<file path="config.mk">
export PLATFORM = sky130hd
export DESIGN_NAME = src_reset_ctrl
export DESIGN_NICKNAME = d
export VERILOG_FILES = /design/src/rtl/src_pkg.sv /design/src/rtl/src_rst_if.sv /design/src/rtl/src_por_seq.sv /design/src/rtl/src_reset_ctrl.sv
export SDC_FILE = /design/constraint.sdc
export NUM_CORES = 1
export LEC_CHECK = 0
export ABC_AREA = 1
export ABC_CLOCK_PERIOD_IN_PS = 4700
export BUFFER_PORTS_ARGS = -buffer_cell sky130_fd_sc_hd__buf_2
export CAP_MARGIN = 40
export CORE_AREA = 10 10 165 228
export CTS_CLUSTER_SIZE = 14
export DETAILED_ROUTE_END_ITERATION = 10
export DIE_AREA = 0 0 175 238
export SYNTH_ARGS = -nofsm -noshare
export SYNTH_HDL_FRONTEND = slang
export SYNTH_SLANG_ARGS = --single-unit
</file>
<file path="constraint.sdc">
create_clock -name clk_i -period 4.7 [get_ports clk_i]
set_input_delay 0.47 -clock clk_i [delete_from_list [all_inputs] [get_ports clk_i]]
set_output_delay 0.47 -clock clk_i [all_outputs]
set_load 0.1 [all_outputs]
</file>
<file path="src/rtl/src_pkg.sv">
`default_nettype none
package src_pkg;
  localparam int unsigned CLK_PERIOD_NS   = 25;
  localparam int unsigned DEBOUNCE_NS     = 1_320_000;
  localparam int unsigned CORE_RELEASE_NS = 2_630_000;
  localparam int unsigned NOMEM_LOAD_NS   = 17_000;
  // Least times round up, the no-memory load bound rounds down
  localparam int unsigned DEBOUNCE_CYCLES =
    (DEBOUNCE_NS + CLK_PERIOD_NS - 1) / CLK_PERIOD_NS;
  localparam int unsigned CORE_RELEASE_CYCLES =
    (CORE_RELEASE_NS + CLK_PERIOD_NS - 1) / CLK_PERIOD_NS;
  localparam int unsigned NOMEM_LOAD_CYCLES = NOMEM_LOAD_NS / CLK_PERIOD_NS;
  localparam int unsigned HOT_HOLD_CYCLES   = 16;

  localparam int unsigned CNT_W = 10;
  typedef logic [CNT_W-1:0] src_cnt_type;
  localparam src_cnt_type NOMEM_LAST = src_cnt_type'(NOMEM_LOAD_CYCLES - 1);
  localparam src_cnt_type HOT_LAST   = src_cnt_type'(HOT_HOLD_CYCLES - 1);

  localparam logic [1:0] TS_RUN_LEN = 2'h2;

  localparam logic [11:0] BRIDGE_CTL_OFFSET = 12'h03c;
  localparam logic [11:0] MEM_STATUS_OFFSET = 12'h260;
  localparam int unsigned BC_LSB        = 16;
  localparam int unsigned BC_W          = 8;
  localparam int unsigned SBR_BIT       = 22;
  localparam int unsigned BC_BYTE       = 2;
  localparam int unsigned MEM_DATA_LSB  = 24;
  localparam int unsigned PRESENCE_LSB  = 16;
  localparam logic [BC_W-1:0] BC_RESET  = 8'h00;
  localparam logic [1:0] PRESENCE_NONE  = 2'h0;
  localparam logic [1:0] PRESENCE_FOUND = 2'h1;

  typedef enum logic [2:0] {
    ST_FUND,
    ST_STRAP,
    ST_LOAD_START,
    ST_LOAD_WAIT,
    ST_FILL,
    ST_NOMEM_WAIT,
    ST_RUN,
    ST_HOT
  } src_state_type;
endpackage
`default_nettype wire

</file>
<file path="src/rtl/src_rst_if.sv">
`default_nettype none
interface src_rst_if;
  logic core_rst;
  logic clk_gen_rst;
  logic debounce_done;
  modport seq (output core_rst, output clk_gen_rst, output debounce_done);
  modport ctl (input core_rst, input clk_gen_rst, input debounce_done);
endinterface
`default_nettype wire

</file>
<file path="src/rtl/src_por_seq.sv">
`default_nettype none
module src_por_seq #(
  parameter int unsigned DEBOUNCE_CYCLES     = src_pkg::DEBOUNCE_CYCLES,
  parameter int unsigned CORE_RELEASE_CYCLES = src_pkg::CORE_RELEASE_CYCLES
) (
  input  wire logic clk_i,
  input  wire logic rst_i,
  input  wire logic ce_i,
  input  wire logic fundamental_reset_in_n_i,
  src_rst_if.seq    rif
);
  localparam int unsigned MAXC = (DEBOUNCE_CYCLES > CORE_RELEASE_CYCLES) ?
                                 DEBOUNCE_CYCLES : CORE_RELEASE_CYCLES;
  localparam int unsigned CW = $clog2(MAXC + 1);
  localparam logic [CW-1:0] DEB_LAST  = CW'(DEBOUNCE_CYCLES - 1);
  localparam logic [CW-1:0] CORE_LAST = CW'(CORE_RELEASE_CYCLES - 1);

  logic          pin_s1_q;
  logic          pin_s2_q;
  logic [CW-1:0] cnt_q;
  wire           deb_end  = pin_s2_q && !rif.debounce_done && (cnt_q == DEB_LAST);
  wire           core_end = rif.debounce_done && rif.core_rst && (cnt_q == CORE_LAST);

  always_ff @(posedge clk_i) begin
    if (rst_i) begin
      pin_s1_q <= 1'b0;
      pin_s2_q <= 1'b0;
    end else if (ce_i) begin
      pin_s1_q <= fundamental_reset_in_n_i;
      pin_s2_q <= pin_s1_q;
    end
  end

  always_ff @(posedge clk_i) begin
    if (rst_i || (ce_i && !pin_s2_q)) begin
      cnt_q             <= '0;
      rif.debounce_done <= 1'b0;
      rif.core_rst      <= 1'b1;
      rif.clk_gen_rst   <= 1'b1;
    end else if (ce_i) begin
      if (deb_end) begin
        cnt_q             <= '0;
        rif.debounce_done <= 1'b1;
        rif.clk_gen_rst   <= 1'b0;
      end else if (core_end) begin
        rif.core_rst <= 1'b0;
      end else if (rif.core_rst) begin
        cnt_q <= cnt_q + CW'(1);
      end
    end
  end
endmodule
`default_nettype wire

</file>
<file path="src/rtl/src_reset_ctrl.sv">
// Functional notes
// - Fundamental reset restores everything and reloads memory
// - Two TS1 with hot bit start hot reset
// - Unexpected upstream DL_Down starts hot reset
// - Link down in L2 gives no hot reset
// - Loopback or disable training bits cause hot reset
// - Hot reset clears non-sticky state, reloads memory
// - Only fundamental reset resets clock logic
// - Hot reset reinitialises credits, empties queues
// - Hot reset propagates to transparent downstream ports
// - Upstream bus reset resets, hot-resets downstream ports
// - Isolated port emits no hot reset then
// - Upstream bus reset clears downstream registers only
// - Upstream stays up, downstream down and discarding
// - Downstream bus reset hot-resets that port only
// - Reset downstream port down, requests discarded
// - Others drain traffic, reinit credits for it
// - Memory present if status nonzero, copy it
// - Presence field reads 01b when memory found
// - Debounce released reset pin before use
// - Release core reset after further delay
// - Finish load quickly when no memory
// - Sample straps, then load, then train
`default_nettype none
module src_reset_ctrl #(
  parameter int unsigned NPORTS              = 6,
  parameter int unsigned PORT_W              = 3,
  parameter int unsigned LANE_CFG_W          = 8,
  parameter int unsigned DEBOUNCE_CYCLES     = src_pkg::DEBOUNCE_CYCLES,
  parameter int unsigned CORE_RELEASE_CYCLES = src_pkg::CORE_RELEASE_CYCLES
) (
  input  wire logic                  clk_i,
  input  wire logic                  rst_i,
  input  wire logic                  ce_i,
  input  wire logic                  fundamental_reset_in_n_i,
  input  wire logic [3:0]            strap_upstream_port_i,
  input  wire logic [LANE_CFG_W-1:0] strap_lane_cfg_i,
  input  wire logic                  us_ts_valid_i,
  input  wire logic                  us_ts_is_ts2_i,
  input  wire logic                  us_ts_hot_reset_i,
  input  wire logic                  us_ts_loopback_i,
  input  wire logic                  us_ts_disable_i,
  input  wire logic                  us_dl_up_i,
  input  wire logic                  us_link_l2_i,
  input  wire logic [NPORTS-1:0]     isolated_port_i,
  input  wire logic                  cfg_wr_i,
  input  wire logic                  cfg_rd_i,
  input  wire logic [PORT_W-1:0]     cfg_port_i,
  input  wire logic [11:0]           cfg_addr_i,
  input  wire logic [31:0]           cfg_wdata_i,
  input  wire logic [3:0]            cfg_be_i,
  input  wire logic                  mem_status_valid_i,
  input  wire logic [7:0]            mem_status_data_i,
  input  wire logic                  mem_load_done_i,
  output logic                       core_rst_o,
  output logic                       clk_gen_rst_o,
  output logic                       sticky_rst_o,
  output logic                       nonsticky_clr_o,
  output logic                       hwinit_eval_o,
  output logic [NPORTS-1:0]          port_rst_o,
  output logic [NPORTS-1:0]          credit_init_o,
  output logic [NPORTS-1:0]          queue_flush_o,
  output logic [NPORTS-1:0]          ds_regs_rst_o,
  output logic [NPORTS-1:0]          tx_hot_reset_o,
  output logic [NPORTS-1:0]          dl_force_down_o,
  output logic                       mem_load_start_o,
  output logic                       link_train_en_o,
  output logic [3:0]                 upstream_port_sel_o,
  output logic [LANE_CFG_W-1:0]      lane_cfg_o,
  output logic [31:0]                cfg_rdata_o,
  output logic                       cfg_rvalid_o
);
  localparam logic [NPORTS-1:0] DS_MASK = {{(NPORTS-1){1'b1}}, 1'b0};
  localparam int unsigned SBR_POS = src_pkg::SBR_BIT - src_pkg::BC_LSB;

  function automatic logic [1:0] src_run_next(input logic [1:0] cnt, input logic hit);
    logic [1:0] nxt;
    nxt = 2'h0;
    if (hit) begin
      nxt = (cnt == src_pkg::TS_RUN_LEN) ? cnt : cnt + 2'h1;
    end
    return nxt;
  endfunction

  src_rst_if rif ();

  src_por_seq #(
    .DEBOUNCE_CYCLES    (DEBOUNCE_CYCLES),
    .CORE_RELEASE_CYCLES(CORE_RELEASE_CYCLES)
  ) u_por (
    .clk_i                   (clk_i),
    .rst_i                   (rst_i),
    .ce_i                    (ce_i),
    .fundamental_reset_in_n_i(fundamental_reset_in_n_i),
    .rif                     (rif)
  );

  src_pkg::src_state_type  st_q;
  src_pkg::src_state_type  st_d;
  src_pkg::src_cnt_type    cnt_q;
  logic [3:0]              ups_s1_q;
  logic [3:0]              ups_s2_q;
  logic [LANE_CFG_W-1:0]   lane_s1_q;
  logic [LANE_CFG_W-1:0]   lane_s2_q;
  logic                    straps_done_q;
  logic                    hot_flag_q;
  logic [1:0]              hot_cnt_q;
  logic [1:0]              ld_cnt_q;
  logic                    us_dl_up_q;
  logic [7:0]              mem_data_q;
  logic [1:0]              presence_q;
  logic [src_pkg::BC_W-1:0] bc_q [NPORTS];
  logic [NPORTS-1:0]       ds_sbr;

  wire fund   = rif.core_rst;
  wire run    = (st_q == src_pkg::ST_RUN);
  wire in_hot = (st_q == src_pkg::ST_HOT);
  wire us_sbr = bc_q[0][SBR_POS];

  // Training set runs
  wire        ts_hot_hit  = !us_ts_is_ts2_i && us_ts_hot_reset_i;
  wire        ts_ld_hit   = us_ts_loopback_i || us_ts_disable_i;
  wire [1:0]  hot_cnt_d   = us_ts_valid_i ? src_run_next(hot_cnt_q, ts_hot_hit) : hot_cnt_q;
  wire [1:0]  ld_cnt_d    = us_ts_valid_i ? src_run_next(ld_cnt_q, ts_ld_hit) : ld_cnt_q;
  wire        ts_hot_trig = (hot_cnt_d == src_pkg::TS_RUN_LEN) &&
                            (hot_cnt_q != src_pkg::TS_RUN_LEN);
  wire        ts_ld_trig  = (ld_cnt_d == src_pkg::TS_RUN_LEN) &&
                            (ld_cnt_q != src_pkg::TS_RUN_LEN);
  wire        dl_fall     = us_dl_up_q && !us_dl_up_i;
  wire        dl_down_trig = dl_fall && !us_link_l2_i;
  wire        hot_cause   = run && (ts_hot_trig || ts_ld_trig || dl_down_trig);

  // Per-port reset vectors
  wire [NPORTS-1:0] us_sbr_ports = (run && us_sbr) ? DS_MASK : '0;
  wire [NPORTS-1:0] sbr_ports    = run ? (us_sbr_ports | ds_sbr) : '0;
  wire [NPORTS-1:0] hold_all     = run ? '0 : '1;
  wire [NPORTS-1:0] hot_all      = in_hot ? '1 : '0;
  wire [NPORTS-1:0] tx_hot_d     = (in_hot ? (DS_MASK & ~isolated_port_i) : '0) |
                                   (us_sbr_ports & ~isolated_port_i) |
                                   (run ? ds_sbr : '0);

  // Register access
  wire              bc_addr  = (cfg_addr_i == src_pkg::BRIDGE_CTL_OFFSET);
  wire              ms_addr  = (cfg_addr_i == src_pkg::MEM_STATUS_OFFSET) &&
                               (cfg_port_i == '0);
  wire              port_ok  = (cfg_port_i < PORT_W'(NPORTS));
  wire [src_pkg::BC_W-1:0] bc_sel = port_ok ? bc_q[cfg_port_i] : src_pkg::BC_RESET;
  wire [31:0]       bc_word  = 32'(bc_sel) << src_pkg::BC_LSB;
  wire [31:0]       ms_word  = (32'(mem_data_q) << src_pkg::MEM_DATA_LSB) |
                               (32'(presence_q) << src_pkg::PRESENCE_LSB);
  wire [31:0]       rd_word  = bc_addr ? bc_word : (ms_addr ? ms_word : 32'h0000_0000);
  wire              wr_bc    = run && cfg_wr_i && bc_addr && cfg_be_i[src_pkg::BC_BYTE];
  wire [src_pkg::BC_W-1:0] bc_wdata = cfg_wdata_i[src_pkg::BC_LSB +: src_pkg::BC_W];

  for (genvar p = 0; p < NPORTS; p++) begin : g_bc
    logic wr_hit;
    logic clr_hit;
    assign wr_hit  = wr_bc && (cfg_port_i == PORT_W'(p));
    // Downstream copies are also cleared while the upstream bus reset is held
    assign clr_hit = fund || in_hot || ((p != 0) && run && us_sbr);
    if (p == 0) begin : g_us
      assign ds_sbr[p] = 1'b0;
    end else begin : g_ds
      assign ds_sbr[p] = bc_q[p][SBR_POS];
    end
    always_ff @(posedge clk_i) begin
      if (rst_i) begin
        bc_q[p] <= src_pkg::BC_RESET;
      end else if (ce_i) begin
        if (clr_hit) begin
          bc_q[p] <= src_pkg::BC_RESET;
        end else if (wr_hit) begin
          bc_q[p] <= bc_wdata;
        end
      end
    end
  end

  always_comb begin
    st_d = st_q;
    unique case (st_q)
      src_pkg::ST_FUND:       st_d = src_pkg::ST_STRAP;
      src_pkg::ST_STRAP:      st_d = src_pkg::ST_LOAD_START;
      src_pkg::ST_LOAD_START: st_d = src_pkg::ST_LOAD_WAIT;
      src_pkg::ST_LOAD_WAIT: begin
        if (mem_status_valid_i) begin
          st_d = (mem_status_data_i != 8'h00) ? src_pkg::ST_FILL :
                                               src_pkg::ST_NOMEM_WAIT;
        end
      end
      src_pkg::ST_FILL:       st_d = mem_load_done_i ? src_pkg::ST_RUN : src_pkg::ST_FILL;
      src_pkg::ST_NOMEM_WAIT: st_d = (cnt_q == src_pkg::NOMEM_LAST) ? src_pkg::ST_RUN :
                                                                     src_pkg::ST_NOMEM_WAIT;
      src_pkg::ST_RUN:        st_d = hot_cause ? src_pkg::ST_HOT : src_pkg::ST_RUN;
      src_pkg::ST_HOT:        st_d = (cnt_q == src_pkg::HOT_LAST) ? src_pkg::ST_LOAD_START :
                                                                   src_pkg::ST_HOT;
    endcase
  end

  always_ff @(posedge clk_i) begin
    if (rst_i) begin
      ups_s1_q  <= '0;
      ups_s2_q  <= '0;
      lane_s1_q <= '0;
      lane_s2_q <= '0;
    end else if (ce_i) begin
      ups_s1_q  <= strap_upstream_port_i;
      ups_s2_q  <= ups_s1_q;
      lane_s1_q <= strap_lane_cfg_i;
      lane_s2_q <= lane_s1_q;
    end
  end

  always_ff @(posedge clk_i) begin
    if (rst_i || (ce_i && fund)) begin
      st_q       <= src_pkg::ST_FUND;
      cnt_q      <= '0;
      hot_flag_q <= 1'b0;
    end else if (ce_i) begin
      st_q  <= st_d;
      cnt_q <= (st_d != st_q) ? '0 : cnt_q + src_pkg::src_cnt_type'(1);
      if (in_hot) begin
        hot_flag_q <= 1'b1;
      end
    end
  end

  always_ff @(posedge clk_i) begin
    if (rst_i || (ce_i && (fund || in_hot))) begin
      hot_cnt_q  <= '0;
      ld_cnt_q   <= '0;
      us_dl_up_q <= 1'b0;
    end else if (ce_i) begin
      hot_cnt_q  <= hot_cnt_d;
      ld_cnt_q   <= ld_cnt_d;
      us_dl_up_q <= us_dl_up_i;
    end
  end

  // Port configuration survives hot reset: straps are taken only after fundamental reset
  always_ff @(posedge clk_i) begin
    if (rst_i || (ce_i && fund)) begin
      straps_done_q       <= 1'b0;
      upstream_port_sel_o <= '0;
      lane_cfg_o          <= '0;
      mem_data_q          <= 8'h00;
      presence_q          <= src_pkg::PRESENCE_NONE;
    end else if (ce_i) begin
      if (st_q == src_pkg::ST_STRAP && !hot_flag_q) begin
        straps_done_q       <= 1'b1;
        upstream_port_sel_o <= ups_s2_q;
        lane_cfg_o          <= lane_s2_q;
      end
      if (st_q == src_pkg::ST_LOAD_WAIT && mem_status_valid_i) begin
        mem_data_q <= mem_status_data_i;
        presence_q <= (mem_status_data_i != 8'h00) ? src_pkg::PRESENCE_FOUND :
                                                     src_pkg::PRESENCE_NONE;
      end
    end
  end

  always_ff @(posedge clk_i) begin
    if (rst_i) begin
      core_rst_o       <= 1'b1;
      clk_gen_rst_o    <= 1'b1;
      sticky_rst_o     <= 1'b1;
      nonsticky_clr_o  <= 1'b0;
      hwinit_eval_o    <= 1'b0;
      port_rst_o       <= '1;
      credit_init_o    <= '1;
      queue_flush_o    <= '0;
      ds_regs_rst_o    <= '0;
      tx_hot_reset_o   <= '0;
      dl_force_down_o  <= '0;
      mem_load_start_o <= 1'b0;
      link_train_en_o  <= 1'b0;
      cfg_rdata_o      <= 32'h0000_0000;
      cfg_rvalid_o     <= 1'b0;
    end else if (ce_i) begin
      core_rst_o       <= rif.core_rst;
      clk_gen_rst_o    <= rif.clk_gen_rst;
      sticky_rst_o     <= fund;
      nonsticky_clr_o  <= in_hot;
      hwinit_eval_o    <= (st_q != src_pkg::ST_RUN) && (st_d == src_pkg::ST_RUN) &&
                          !hot_flag_q;
      port_rst_o       <= hold_all | sbr_ports;
      credit_init_o    <= hold_all | sbr_ports;
      queue_flush_o    <= hot_all | sbr_ports;
      ds_regs_rst_o    <= us_sbr_ports;
      tx_hot_reset_o   <= tx_hot_d;
      dl_force_down_o  <= sbr_ports;
      mem_load_start_o <= (st_q == src_pkg::ST_LOAD_START);
      link_train_en_o  <= run && !fund;
      cfg_rdata_o      <= cfg_rd_i ? rd_word : 32'h0000_0000;
      cfg_rvalid_o     <= cfg_rd_i;
    end
  end
endmodule
`default_nettype wire

</file>
==> qor.yml <==
status: "finished, final reports clean"
drcViolationCount: 0
wl_per_cell_um: 15.6
critPathKind: "register to register"
antenna_found_initial: 0
grtUsageTotal_pct: 11.8
worstPathArrival_ns: 3.05
cts_buffer_depth: 2
layout_common_cells: "nand2_1, nor2_1, buf_2"
vias: 7160
numPortBuffers: 132
worstSetupEndpoint: "bc_q[4][7]"
grt_util_met3_pct: 2.37
worst_slew_pin_slew_ns: 0.821
path_cells: "nand2_1 > inv_1 > nor2_8 > clkinv_1 > nor2_1 > inv_1 > a21oi_2 > nand2_1"
ff2ff_setup_slack_ns: 1.77
grt_pass1_wl_um: 38700
cp_slowest_cell: "nor2_1"
r2r_end: "bc_q[4][7]"
drtPass1Iterations: 5
grt_busiest_layer: "met2"
dieArea_um2: 41700
fp.dieW_um: 175
fin_ws_ns: 1.77
grt_util_met2_pct: 21.8
ctsRootBufferMaster: "clkbuf_16"
final_common_cell: "nand2_1"
crit_start: "u_por.rif.core_rst"
final_hold_viol_count: 0
cts_made_buffers: 17
via_per_inst: 4.45
syn_avg_cell_area_um2: 7.85
cts_setup_buffers: 0
critPathLaunchType: "register"
vdd_drop_max_uv: 249
cts.sinks: 179
finalCritPeriodShare_pct: 62.4
drt_iter0_markers: 552
finalSetupTns_ns: 0
cts_hold_buf: 0
fmax_mhz: 341
clkSlewWorstSetupHoldPaths_ns: 0.07
path_buf_inv: 3
grt_pass1_vias: 7141
cts_resized: 0
syn_area_um2: 8210
pre_cts_ws_ns: 1.39
reg2reg_from: "u_por.rif.core_rst"
fin_nets: 1249
post-route-min-period_ns: 2.93
yosysWarningCount: 0
setup_viol: 0
initial_utilization_pct: 24.7
yosysSeqAreaShare_pct: 49.5
cp.depth: 8
ios: 180
cp_slowest_stage_delay_ns: 0.51
ys_ff_latch: 179
final_antenna_net_count: 0
power_density_nw_per_um2: 356
globalRouteMet1Util_pct: 12.6
clock_latency_ns: 0.45
worstPathMaxFanout: 22
overflow: 0
leakage_nw: 4.11
dpl-instance-area_um2: 9130
fp.dieH_um: 238
coreArea_um2: 33200
hpwlAfterDp_um: 18700
hp-class: "input port to register"
cap_violations: 0
drt-total-wl_um: 25100
gp_congestion: 0.901
diodes: 0
fp-row-count: 79
rr_worst_depth: 8
rsz0062_at_grt: "no"
h-tree-depth: 4
slew_headroom_pct: 45.3
fin_worst_skew_ns: 0.0120
drive_gt1_share_pct: 19.5
cp_top_family: "simple AND/OR/NAND/NOR gates"
ys_types: 42
grt_max_degree: 68
nFillCells: 3624
crit_path_end_kind: "register"
synthCells: 1045
final_area_um2: 9710
worst_ep_required_time_ns: 4.82
drv_slew: 0
cts_tree: "done"
area_growth_pct: 18.3
==> area by class of cell <==
type | count | area (µm²) | share of cell area [%]
clock inverter | 11 | 113 | 1.16
timing repair buffer | 136 | 691 | 7.12
clock buffer | 20 | 468 | 4.82
multi-input combinational | 738 | 3520 | 36.2
tap | 445 | 557 | 5.74
inverter | 79 | 297 | 3.05
sequential | 179 | 4060 | 41.9
==> power by group <==
group	internal [mW]	total [mW]	switching [mW]
registers	1.62	1.65	0.0260
clock network	0.785	1.43	0.647
logic	0.0702	0.376	0.306
total	2.48	3.46	0.979
==> synth_stat cells, drive strengths merged <==
cell type  count  area share, %
a31oi          5           0.38
nor3          19            1.4
nand3         46            3.0
conb           1          0.046
nand4         19            1.6
or2           10           0.76
a21oi         75            4.7
inv           74            3.4
edfxtp        48             18
a22oi          2           0.18
o21ai         79            4.8
nor2         206             10
mux2i          1           0.12
nand3b         2           0.18
clkbuf        26            1.2
clkinv         5           0.23
ha             6           0.91
nor4           8           0.95
buf           41            3.6
o211ai         2           0.18
nand2        222             11
dfxtp        131             32
or3b           1           0.11
xor2          13            1.4
xnor2          3           0.32
==> worst min path at each step <==
stage	slack, ns	cells after the start	from	end
4_1_cts	0.22	3	strap_upstream_port_i[1]	ups_s1_q[1]
2_1_floorplan	0.42	2	u_por.rif.clk_gen_rst	u_por.rif.clk_gen_rst
3_5_place_dp	0.45	2	mem_data_q[2]	cfg_rdata_o[26]
5_1_grt	0.24	3	strap_upstream_port_i[2]	ups_s1_q[2]
3_3_place_gp	0.45	2	mem_data_q[4]	mem_data_q[4]
6_report	0.25	3	strap_upstream_port_i[1]	ups_s1_q[1]
==> cell families after synthesis <==
family	Yosys count	synth area share, %
simple gates	533	29.0
flops	179	49.5
compound gates	163	10.2
buf+inv	146	8.43
xor+xnor	16	1.71
fa+ha+maj	6	0.915
other cells	1	0.0457
mux	1	0.122
==> worst min-delay path, cell delays in order <==
cell,delay (ns)
buf_2,0.07
nor2_1,0.03
nor2_1,0.08
==> stage by stage <==
stage | std cells | hold WS [ns] | total power, mW | utilization (%)
2_1_floorplan | 1063 | 0.419 | 1.98 | -
4_1_cts | 1608 | 0.223 | 3.49 | 29.2
6_report | 1608 | 0.246 | 3.46 | 29.2
3_3_place_gp | 1577 | 0.448 | 2.06 | 27.5
5_1_grt | 1608 | 0.240 | 3.58 | 29.2
3_5_place_dp | 1577 | 0.451 | 2.06 | 27.5
==> routing by layer <==
layer  share of wire (%)  wire (µm)  vias up
li1                    -          -     3572
met1                  39       9780     3362
met2                  53      13400      177
met3                 4.6       1150       49
met4                 3.3        828        0
met5                   0          0        -
==> flip-flops by register name (all words and copies together), names as in the netlist, 6 cells and up <==
register	cells
bc_q	48
u_por.cnt_q	17
cfg_rdata_o	16
cnt_q	10
lane_cfg_o	8
lane_s1_q	8
lane_s2_q	8
mem_data_q	8
credit_init_o	6
queue_flush_o	6
No activity file was read; power rests on OpenSTA's default activity.
